===== src/abo_defs.svh =====
// constants of the address offset block: offsets, fields, reset values, bands
`ifndef ABO_DEFS_SVH
`define ABO_DEFS_SVH

// ---------------------------------------------------------------
// register offsets
// ---------------------------------------------------------------
`define ABO_OFS_CFG 8'h2b
`define ABO_OFS_I2C_BASE 8'h32
`define ABO_OFS_VID_BASE 8'h33
`define ABO_OFS_READBACK 8'hdb

// ---------------------------------------------------------------
// field positions and widths
// ---------------------------------------------------------------
`define ABO_CFG_EN_BIT 0
`define ABO_CFG_I2C_BIT 1
`define ABO_CFG_VID_BIT 2
`define ABO_CFG_W 3
`define ABO_I2C_W 7
`define ABO_VID_W 4
`define ABO_OFF_W 4
`define ABO_KOHM_W 8

// ---------------------------------------------------------------
// reset values
// ---------------------------------------------------------------
`define ABO_CFG_RST 3'h7
`define ABO_I2C_RST 7'h44
// vid base default not given: neutral value
`define ABO_VID_RST 4'h0

// ---------------------------------------------------------------
// valid i2c base range
// ---------------------------------------------------------------
`define ABO_I2C_MIN 7'h08
`define ABO_I2C_MAX 7'h77

// ---------------------------------------------------------------
// user power setting byte fields
// ---------------------------------------------------------------
`define ABO_UP_ENABLE_BIT 0
`define ABO_UP_RESTART_BIT 1
`define ABO_UP_RESET_MEM_BIT 3

// ---------------------------------------------------------------
// strap decode bands, in kilohm and 20 kilohm steps
// ---------------------------------------------------------------
`define ABO_STEP_KOHM 20
`define ABO_STEP_COUNT 8
`define ABO_HIGH_WEIGHT 4'h8
`define ABO_HIGH_FIRST_STEP 4'h4
`define ABO_HIGH_LAST_STEP 4'h7
`define ABO_LOW_LAST_STEP 4'h7

`endif


===== src/abo_pkg.sv =====
// types of the address offset block
package abo_pkg;

   typedef enum logic [1:0] {
      ABO_LATCH_WAIT = 2'b00,
      ABO_LATCH_HOLD = 2'b01
   } abo_latch_e;

   typedef logic [3:0] abo_offset_t;

endpackage


===== src/abo_strap_decode.sv =====
// strap resistance to offset contribution decoder for one strap pin
`timescale 1ns/1ps
`default_nettype none
`include "abo_defs.svh"

module abo_strap_decode #(
   parameter bit HIGH_WEIGHT = 1'b0
) (
   input wire logic [`ABO_KOHM_W-1:0] kohm,
   output logic [3:0] contrib
);

   logic [`ABO_STEP_COUNT-1:0] above;
   logic [3:0] step;

   // ---------------------------------------------------------------
   // round to nearest 20k step; thresholds sit halfway between bands
   // ---------------------------------------------------------------
   genvar gi;
   generate
      for (gi = 1; gi <= `ABO_STEP_COUNT; gi++) begin : g_th
         localparam logic [`ABO_KOHM_W-1:0] TH =
            `ABO_KOHM_W'(`ABO_STEP_KOHM * gi - `ABO_STEP_KOHM / 2);
         assign above[gi-1] = (kohm >= TH); // RULE_09 RULE_18
      end
   endgenerate

   always_comb begin
      step = 4'h0;
      for (int i = 0; i < `ABO_STEP_COUNT; i++) begin
         step = step + 4'(above[i]);
      end
   end

   // ---------------------------------------------------------------
   // band to contribution; open strap (step 8) always gives zero
   // ---------------------------------------------------------------
   always_comb begin
      if (HIGH_WEIGHT) begin
         if (step >= `ABO_HIGH_FIRST_STEP && step <= `ABO_HIGH_LAST_STEP) begin
            contrib = `ABO_HIGH_WEIGHT; // RULE_10
         end else begin
            contrib = 4'h0; // RULE_10
         end
      end else begin
         if (step <= `ABO_LOW_LAST_STEP) begin
            contrib = step; // RULE_11
         end else begin
            contrib = 4'h0; // RULE_11
         end
      end
   end

endmodule
`default_nettype wire


===== src/abo_addr_sum.sv =====
// base address plus offset with wrap-around at the bus width
`timescale 1ns/1ps
`default_nettype none

module abo_addr_sum #(
   parameter int W = 7
) (
   input wire logic [W-1:0] base,
   input wire logic [3:0] offset,
   input wire logic apply,
   output logic [W-1:0] addr
);

   logic [W-1:0] off_ext;

   // width-limited add drops the carry: address wraps, never saturates
   always_comb begin
      off_ext = apply ? W'(offset) : '0; // RULE_07
      addr = base + off_ext; // RULE_08
   end

endmodule
`default_nettype wire


===== src/abo_top.sv =====
// address offset logic: strap latch, config registers, effective addresses
//
// Function
// RULE_01 - one offset 0..15 is derived and may add to both bus addresses
// RULE_02 - config bit 2 applies the offset to the vid bus address, default on
// RULE_03 - config bit 1 applies the offset to the i2c address, default on
// RULE_04 - config bit 0 enables the whole function, default on; zero disables
// RULE_05 - seven-bit i2c base register, default 44h; 8..119 valid
// RULE_06 - when enabled, both straps are sensed at power-up to find the offset
// RULE_07 - offset added where apply flag set; otherwise base address used
// RULE_08 - base plus offset wraps around past the bus maximum
// RULE_09 - straps decoded in 20k steps; shorted and open both give zero
// RULE_10 - high strap gives +8 for 80..140k, zero otherwise
// RULE_11 - low strap gives one per 20k step up to +7, zero when open
// RULE_12 - total offset is the sum of both strap contributions
// RULE_13 - offset latched once during power-up initialization, then held
// RULE_14 - virtual enable or disable alone never resamples the straps
// RULE_15 - relatch only after real power cycle or power command with mem reset
// RULE_16 - read-only register returns latched offset in its low four bits
// RULE_17 - host sets setting bit 3 to force reinitialization on leaving disable
// RULE_18 - measurements between bands snap to the nearest band
`timescale 1ns/1ps
`default_nettype none
`include "abo_defs.svh"

module abo_top (
   input wire logic clk_sys,
   input wire logic reset_n,
   input wire logic clk_en,
   input wire logic [7:0] reg_addr,
   input wire logic [7:0] reg_wdata,
   input wire logic reg_wr_en,
   input wire logic reg_rd_en,
   output logic [7:0] reg_rdata,
   output logic reg_rd_valid,
   input wire logic [`ABO_KOHM_W-1:0] strap_high_kohm,
   input wire logic [`ABO_KOHM_W-1:0] strap_low_kohm,
   input wire logic strap_meas_valid,
   input wire logic user_power_wr,
   input wire logic [7:0] user_power_setting,
   output logic [`ABO_I2C_W-1:0] i2c_addr_eff,
   output logic [`ABO_VID_W-1:0] vid_addr_eff,
   output logic offset_latched,
   output logic i2c_base_invalid
);

   // ---------------------------------------------------------------
   // state
   // ---------------------------------------------------------------
   abo_pkg::abo_latch_e latch_st_q, latch_st_d;
   abo_pkg::abo_offset_t offset_q, offset_d;
   logic [`ABO_CFG_W-1:0] cfg_q, cfg_d;
   logic [`ABO_I2C_W-1:0] i2c_base_q, i2c_base_d;
   logic [`ABO_VID_W-1:0] vid_base_q, vid_base_d;
   logic [7:0] rdata_q, rdata_d;
   logic rd_valid_q, rd_valid_d;
   logic [`ABO_I2C_W-1:0] i2c_eff_q, i2c_eff_d;
   logic [`ABO_VID_W-1:0] vid_eff_q, vid_eff_d;
   logic invalid_q, invalid_d;
   logic latched_q, latched_d;

   logic [3:0] high_contrib;
   logic [3:0] low_contrib;
   logic [3:0] strap_sum;
   logic mem_reset_cmd;
   logic en_eff;

   // ---------------------------------------------------------------
   // strap decode
   // ---------------------------------------------------------------
   abo_strap_decode #(
      .HIGH_WEIGHT(1'b1)
   ) u_dec_high (
      .kohm(strap_high_kohm),
      .contrib(high_contrib)
   );

   abo_strap_decode #(
      .HIGH_WEIGHT(1'b0)
   ) u_dec_low (
      .kohm(strap_low_kohm),
      .contrib(low_contrib)
   );

   // 8 + 7 at most: the 4-bit sum cannot overflow
   assign strap_sum = high_contrib + low_contrib; // RULE_12 RULE_01

   // only a power command leaving disable with mem reset reinitializes
   assign mem_reset_cmd = user_power_wr
      && user_power_setting[`ABO_UP_RESET_MEM_BIT]
      && (user_power_setting[`ABO_UP_ENABLE_BIT]
         || user_power_setting[`ABO_UP_RESTART_BIT]); // RULE_15 RULE_17

   // ---------------------------------------------------------------
   // latch sequence and register file
   // ---------------------------------------------------------------
   always_comb begin
      latch_st_d = latch_st_q;
      offset_d = offset_q;
      cfg_d = cfg_q;
      i2c_base_d = i2c_base_q;
      vid_base_d = vid_base_q;
      case (latch_st_q)
         abo_pkg::ABO_LATCH_WAIT: begin
            if (strap_meas_valid) begin
               // disabled function skips sensing and latches zero
               offset_d = cfg_q[`ABO_CFG_EN_BIT] ? strap_sum : 4'h0; // RULE_06
               latch_st_d = abo_pkg::ABO_LATCH_HOLD; // RULE_13
            end
         end
         abo_pkg::ABO_LATCH_HOLD: begin
            latch_st_d = abo_pkg::ABO_LATCH_HOLD; // RULE_13 RULE_14
         end
         default: begin
            latch_st_d = abo_pkg::ABO_LATCH_WAIT;
         end
      endcase
      if (reg_wr_en) begin
         case (reg_addr)
            `ABO_OFS_CFG: begin
               cfg_d = reg_wdata[`ABO_CFG_W-1:0]; // RULE_02 RULE_03 RULE_04
            end
            `ABO_OFS_I2C_BASE: begin
               i2c_base_d = reg_wdata[`ABO_I2C_W-1:0]; // RULE_05
            end
            `ABO_OFS_VID_BASE: begin
               vid_base_d = reg_wdata[`ABO_VID_W-1:0];
            end
            default: begin
               cfg_d = cfg_d;
            end
         endcase
      end
      // power-on defaults win over a same-cycle register write
      if (mem_reset_cmd) begin
         cfg_d = `ABO_CFG_RST;
         i2c_base_d = `ABO_I2C_RST;
         vid_base_d = `ABO_VID_RST;
         latch_st_d = abo_pkg::ABO_LATCH_WAIT; // RULE_15
      end

      // flag kept in its own flop so the port never carries a state decode
      latched_d = (latch_st_d == abo_pkg::ABO_LATCH_HOLD); // RULE_13
   end

   always_ff @(posedge clk_sys) begin
      if (!reset_n) begin
         latch_st_q <= abo_pkg::ABO_LATCH_WAIT;
         latched_q <= 1'b0;
         offset_q <= 4'h0;
         cfg_q <= `ABO_CFG_RST;
         i2c_base_q <= `ABO_I2C_RST;
         vid_base_q <= `ABO_VID_RST;
      end else if (clk_en) begin
         latch_st_q <= latch_st_d;
         latched_q <= latched_d;
         offset_q <= offset_d;
         cfg_q <= cfg_d;
         i2c_base_q <= i2c_base_d;
         vid_base_q <= vid_base_d;
      end
   end

   // ---------------------------------------------------------------
   // effective addresses and readback
   // ---------------------------------------------------------------
   assign en_eff = cfg_q[`ABO_CFG_EN_BIT]; // RULE_04

   abo_addr_sum #(
      .W(`ABO_I2C_W)
   ) u_sum_i2c (
      .base(i2c_base_q),
      .offset(offset_q),
      .apply(en_eff && cfg_q[`ABO_CFG_I2C_BIT]), // RULE_03
      .addr(i2c_eff_d)
   );

   abo_addr_sum #(
      .W(`ABO_VID_W)
   ) u_sum_vid (
      .base(vid_base_q),
      .offset(offset_q),
      .apply(en_eff && cfg_q[`ABO_CFG_VID_BIT]), // RULE_02
      .addr(vid_eff_d)
   );

   always_comb begin
      rd_valid_d = reg_rd_en;
      invalid_d = (i2c_base_q < `ABO_I2C_MIN) || (i2c_base_q > `ABO_I2C_MAX); // RULE_05
      case (reg_addr)
         `ABO_OFS_CFG: rdata_d = {5'h00, cfg_q};
         `ABO_OFS_I2C_BASE: rdata_d = {1'b0, i2c_base_q};
         `ABO_OFS_VID_BASE: rdata_d = {4'h0, vid_base_q};
         `ABO_OFS_READBACK: rdata_d = {4'h0, offset_q}; // RULE_16
         default: rdata_d = 8'h00;
      endcase
      if (!reg_rd_en) begin
         rdata_d = rdata_q;
      end
   end

   always_ff @(posedge clk_sys) begin
      if (!reset_n) begin
         rdata_q <= 8'h00;
         rd_valid_q <= 1'b0;
         i2c_eff_q <= `ABO_I2C_RST;
         vid_eff_q <= `ABO_VID_RST;
         invalid_q <= 1'b0;
      end else if (clk_en) begin
         rdata_q <= rdata_d;
         rd_valid_q <= rd_valid_d;
         i2c_eff_q <= i2c_eff_d;
         vid_eff_q <= vid_eff_d;
         invalid_q <= invalid_d;
      end
   end

   assign reg_rdata = rdata_q;
   assign reg_rd_valid = rd_valid_q;
   assign i2c_addr_eff = i2c_eff_q;
   assign vid_addr_eff = vid_eff_q;
   assign offset_latched = latched_q;
   assign i2c_base_invalid = invalid_q;
endmodule
`default_nettype wire


===== config.mk =====
export PLATFORM = sky130hd
export DESIGN_NAME = abo_top
export DESIGN_NICKNAME = d
export VERILOG_FILES = /design/src/abo_pkg.sv /design/src/abo_strap_decode.sv /design/src/abo_addr_sum.sv /design/src/abo_top.sv
export VERILOG_INCLUDE_DIRS = /design/src
export SDC_FILE = /design/constraint.sdc
export NUM_CORES = 1
export LEC_CHECK = 0
export BUFFER_PORTS_ARGS = -buffer_cell sky130_fd_sc_hd__buf_2
export CAP_MARGIN = 20
export CORE_UTILIZATION = 58
export CTS_BUF_LIST = sky130_fd_sc_hd__clkbuf_16
export CTS_CLUSTER_SIZE = 30
export DETAILED_ROUTE_END_ITERATION = 8
export PLACE_DENSITY_LB_ADDON = 0.15
export SLEW_MARGIN = 5
export SYNTH_ARGS = -nofsm -noshare
export SYNTH_HDL_FRONTEND = slang
export SYNTH_SLANG_ARGS = --single-unit

===== constraint.sdc =====
create_clock -name clk_sys -period 11.1 [get_ports clk_sys]
set_clock_uncertainty 0.2 [all_clocks]
set_input_delay 1.11 -clock clk_sys [delete_from_list [all_inputs] [get_ports clk_sys]]
set_output_delay 1.11 -clock clk_sys [all_outputs]
set_load 0.05 [all_outputs]

### Word level (Yosys, flattened, before mapping)

Cells that the tools add are included.

| storage, ports and cells | value |
|---|---|
| register bits after elaboration | 42 |
| input bits | 47 |
| output and inout port bits | 22 |
| word-level logic and storage cells | 90 |

| operators by class | value |
|---|---|
| add/subtract/negate cells | 17 |
| magnitude comparators | 21 |
| eq/ne operators | 6 |
| mux-type cells | 18 |
| reduce and logical (&&, ||, !) cells | 17 |

Operators with widths:

| kind | count |
|---|---|
| adder 4 x 1 -> 4 bit | 12 |
| greater-or-equal comparator 8 x 7 -> 1 bit (second input constant) | 6 |
| greater-or-equal comparator 8 bit (second input constant) | 4 |
| two-way mux 4 bit | 8 |
| one-hot mux 7 bit (4 select lines) | 1 |
| equality test 8 x 6 -> 1 bit (second input constant) | 3 |
| two-way mux 7 bit | 3 |
| greater-or-equal comparator 8 x 4 -> 1 bit (second input constant) | 2 |
| greater-or-equal comparator 8 x 5 -> 1 bit (second input constant) | 2 |
| greater-or-equal comparator 8 x 6 -> 1 bit (second input constant) | 2 |
| AND reduction 3 bit | 4 |
| two-way mux 3 bit | 3 |
| adder 4 bit | 2 |
| equality test 8 bit (second input constant) | 1 |
| <= comparator 4 x 3 -> 1 bit (second input constant) | 2 |
| nonzero test 2 bit | 4 |
| adder 7 bit | 1 |
| > comparator 7 bit (second input constant) | 1 |
| < comparator 7 x 4 -> 1 bit (second input constant) | 1 |
| logical AND 1 bit | 5 |
| adder 1 x 1 -> 2 bit | 2 |
| equality test 2 x 1 -> 1 bit (second input constant) | 2 |
| greater-or-equal comparator 4 x 3 -> 1 bit (second input constant) | 1 |
| two-way mux 2 bit | 2 |
| other kinds (4) | 5 |

### Longest topological paths before layout

| logic depth | value |
|---|---|
| depth in word-level cells | 13 |
| depth in mapped cells | 13 |
| depth with buffers taken out | 13 |

### By module

From an unflattened synthesis, not the netlist that was laid out.

| unflattened totals | value |
|---|---|
| cells, all modules | 303 |
| area total of the unflattened synthesis | 2,795.2 sq um |

Modules (own cells, without submodules):

| module | times used | cells an instance | area an instance (sq um) | sequential area each (sq um) |
|---|---|---|---|---|
| abo_top | 1 | 187 | 1,861.8 | 820.8 |
| abo_strap_decode (u_dec_low) | 1 | 38 | 299.0 | 0.0 |
| abo_strap_decode (u_dec_high) | 1 | 36 | 292.8 | 0.0 |
| abo_addr_sum (u_sum_i2c) | 1 | 29 | 219.0 | 0.0 |
| abo_addr_sum (u_sum_vid) | 1 | 13 | 122.6 | 0.0 |

### Worst setup path after synthesis

OpenSTA, ideal clock, no wires.

| timing | value |
|---|---|
| kind | input to register |
| start | input strap_low_kohm[2] |
| end | register offset_q[2] |
| setup time | 0.071 ns |
| arrival time | 4.123 ns |
| required time | 10.829 ns |
| setup slack | 6.707 ns |
| stages | 10 |
| path buffers | 0 |
| cell sequence | or3_1 > a311o_1 > fa_1 > inv_1 > fa_1 > fa_1 > fa_1 > xnor2_1 > nand4_1 > a21oi_1 |

| between the ends | value |
|---|---|
| cells in the longest elaborated chain, start to end | 12 |
| elaborated cells on any way between the ends | 19 |
| those cells by class | add/sub: 8; order compare: 9; mux: 2 |

Ends and longest elaborated chain:

| element | line | source |
|---|---|---|
| start, declared | abo_top.sv:37 | `` input wire logic [`ABO_KOHM_W-1:0] strap_low_kohm, `` |
| greater-or-equal comparator 8 x 4 -> 1 bit / greater-or-equal comparator 8 x 5 -> 1 bit (equally long branches) | abo_strap_decode.sv:24 | `assign above[gi-1] = (kohm >= TH);` |
| adder 1 x 1 -> 2 bit | abo_strap_decode.sv:31 | `step = step + 4'(above[i]);` |
| adder 4 x 1 -> 4 bit (5 in a row) | abo_strap_decode.sv:31 |  |
| adder 4 x 1 -> 4 bit * | abo_strap_decode.sv:31 |  |
| <= comparator 4 x 3 -> 1 bit (no source line) | - |  |
| two-way mux 4 bit * | abo_strap_decode.sv:46 | `` if (step <= `ABO_LOW_LAST_STEP) begin `` |
| adder 4 bit * | abo_top.sv:86 | `assign strap_sum = high_contrib + low_contrib;` |
| two-way mux 4 bit * | abo_top.sv:107 | `` offset_d = cfg_q[`ABO_CFG_EN_BIT] ? strap_sum : 4'h0; `` |
| end signal, assigned | abo_top.sv:157 | `offset_q <= offset_d;` |
| end, declared | abo_top.sv:51 | `abo_pkg::abo_offset_t offset_q, offset_d;` |

Every way passes the cells marked *; elsewhere a longest branch is shown, timed or not.
A chain may end at the register's enable or synchronous reset.

### Worst setup path after layout

Ends and elaborated chain as after synthesis.

==> out/results.tsv <==
metric	value	unit
status	completed	
DR pass1 iterations	4	
arrival time worst endpoint	4.36	ns
Cell Pwr Density	124	mW/mm2
Fmax	230	MHz
Yosys top cell by area	dfxtp_1	
most frequent cells in the layout	59 x buf_2, 41 x dfxtp_1, 29 x nand2_1	
most common cell after layout, fill and taps aside	buf_2	
Placement Setup Slack	6.45	ns
WP data required	11.11	ns
setup TNS	0	ns
Clk Latency, worst-skew pair	0.28	ns
pin count of the biggest net entering global routing	34	
Post-DRT Antenna Nets	0	
Yosys reg bits	41	
HPWL after DPL	4.83	mm
vias	2624	
DRT iter0 DRCs	152	
ys async rst share	0	%
Total GRT Usage	25.7	%
share of the synthesized area in the top cell type	29.0	%
# resized after CTS	0	
EDFF count, synth	0	
FP Rows	25	
crit-path max FO	6	
CTS tree	done	
share of cells above drive strength 1	21.8	%
die height	71.8	um
Post-Syn Instances	326	
Leak Pwr	0.00144	uW
Via density	5.91	
post-route setup slack	6.74	ns
vias in the first global route	2430	
fin crit share	39.2	%
max-cap viol count	0	
Clock Path Buffers	2	
Primary FF master, synth	dfxtp_1	
hold_buf cts	0	
worst-margin pin slew	0.646	ns
initial antenna violation count	0	
Final Hold Vio Count	0	
critical path startpoint category	input pin	
Die W	71.8	um
H-Tree Depth	2	
first-pass GRT wire length	10.6	mm
Slew Limit Headroom	56.9	%
post-layout min period	4.36	ns
Syn Nets	395	
Area contributors post-synth	dfxtp_1 29%, mux2i_1 6.4%, ha_1 6.2%	
Root Driver	clkbuf_16	
# nets final	445	
die area	0.00516	mm2
distinct cell type count after synthesis	65	
WL/cell	14.6	um
VDD IR max	0.0732	mV
Slew Limit Fails	0	
PortBufs	59	
total clock buffers created by CTS	5	
Seq/Total Area, Yosys	29.0	%
clk sinks	41	
final setup fails	0	
overall power	410	uW
ANT cells	0	
area delta synth->final	16.7	%
Clk pin slew, worst setup/hold paths	0.06	ns
DRT Wirelength	6.49	mm
DRC viols	0	
grt total ovfl	0	
synthesized area	0.00283	mm2
Fill cells	405	
core area	0.00472	mm2
Initial Util	59.9	%
worst hold path type	reg -> reg	
Mean Syn Cell Area	8.68	um2
setup bufs post-CTS	0	
Setup crit end kind	register	
flop-to-flop setup slack	8.67	ns
RSZ-0062 raised after global routing	false	
gpl congestion	0.818	
# IOs	69	
Synth warnings	0	
Crit Path Class	in -> reg	
==> through the flow <==
stage               hold WS (ns)  instances  util [%]  area (um2)
global route               0.285        444      69.9        3300
CTS                        0.254        444      69.9        3300
finish                     0.254        444      69.9        3300
detailed placement         0.245        436      66.4        3140
global placement           0.236        436      66.4        3140
floorplan                  0.240        326         -        2830
==> cell families after synthesis <==
logic type	count (synthesis)	share of synthesized area [%]
flops	41	29.0
simple gates	130	26.9
buf+inv	35	5.00
mux	18	6.37
other cells	1	0.133
fa+ha+maj	22	11.9
compound gates	73	18.9
xor+xnor	6	1.86
==> layout make-up <==
class	instances	area (um2)	area share [%]
flip-flops and latches	41	821	24.9
multi-input cells	250	1870	56.6
clock inverters	3	37.5	1.14
clock buffers	5	125	3.79
repair buffers	59	295	8.95
inverters	19	71.3	2.16
well taps	67	83.8	2.54
==> critical path, cell delays in order <==
cell     delay, ns
buf_2         0.13
or3_1         0.39
a311o_1       0.38
fa_1          0.51
inv_1         0.05
fa_1          0.50
fa_1          0.48
fa_1          0.39
xnor2_1       0.16
nand4_1       0.11
a21oi_1       0.16
==> Yosys cell counts, types with 2 or more instances <==
master    count
dfxtp_1      41
nand2_1      29
nor2_1       28
inv_1        18
mux2i_1      18
nand3_1      16
a21oi_1      14
ha_1         14
clkbuf_1     10
nor3_1        9
fa_1          8
o21ai_0       7
o21ai_1       7
a211oi_1      6
and3_1        6
nand2b_1      6
buf_2         5
nor2b_1       5
xnor2_1       5
nand4_1       4
o211ai_1      4
a31oi_1       3
nand3b_1      3
nand4b_1      3
o21a_1        3
o31ai_1       3
o32ai_1       3
or3_1         3
a221oi_1      2
a311o_1       2
and2_1        2
and4_1        2
nor3_2        2
nor3b_1       2
o21bai_1      2
o41ai_1       2
==> sequential cells by signal (all words and copies together) (netlist names) <==
signal / cells
reg_rdata: 7
i2c_addr_eff: 7
latch_st_q: 2
vid_addr_eff: 4
vid_base_q: 4
i2c_base_invalid: 1
offset_q: 4
cfg_q: 3
reg_rd_valid: 1
offset_latched: 1
i2c_base_q: 7
==> per-layer routing <==
metal | global-route usage [%] | part of all wire, % | up-vias
met5 | 0 | 0 | -
met3 | 4.08 | 4.5 | 6
met2 | 47.8 | 51 | 87
met1 | 31.0 | 44 | 1244
met4 | 6.10 | 0.97 | 0
li1 | - | - | 1287
==> power breakdown <==
part / switching [uW] / internal [uW] / leakage, uW
Sequential: 5.49 / 153 / 0.000333
Clock: 55.3 / 104 / 0.0000826
Combinational: 55.6 / 35.5 / 0.00102
==> path summary, 6_finish.rpt <==
| path | from | endpoint | cells after the start |
|---|---|---|---|
| setup / recovery | strap_low_kohm[2] | offset_q[2] | 11 |
| hold / removal | reg_rdata[4] | reg_rdata[4] | 2 |
| setup reg to reg | cfg_q[0] | i2c_addr_eff[4] | 8 |
| hold reg to reg | reg_rdata[4] | reg_rdata[4] | 2 |
Power figures use the tool's default switching activity.
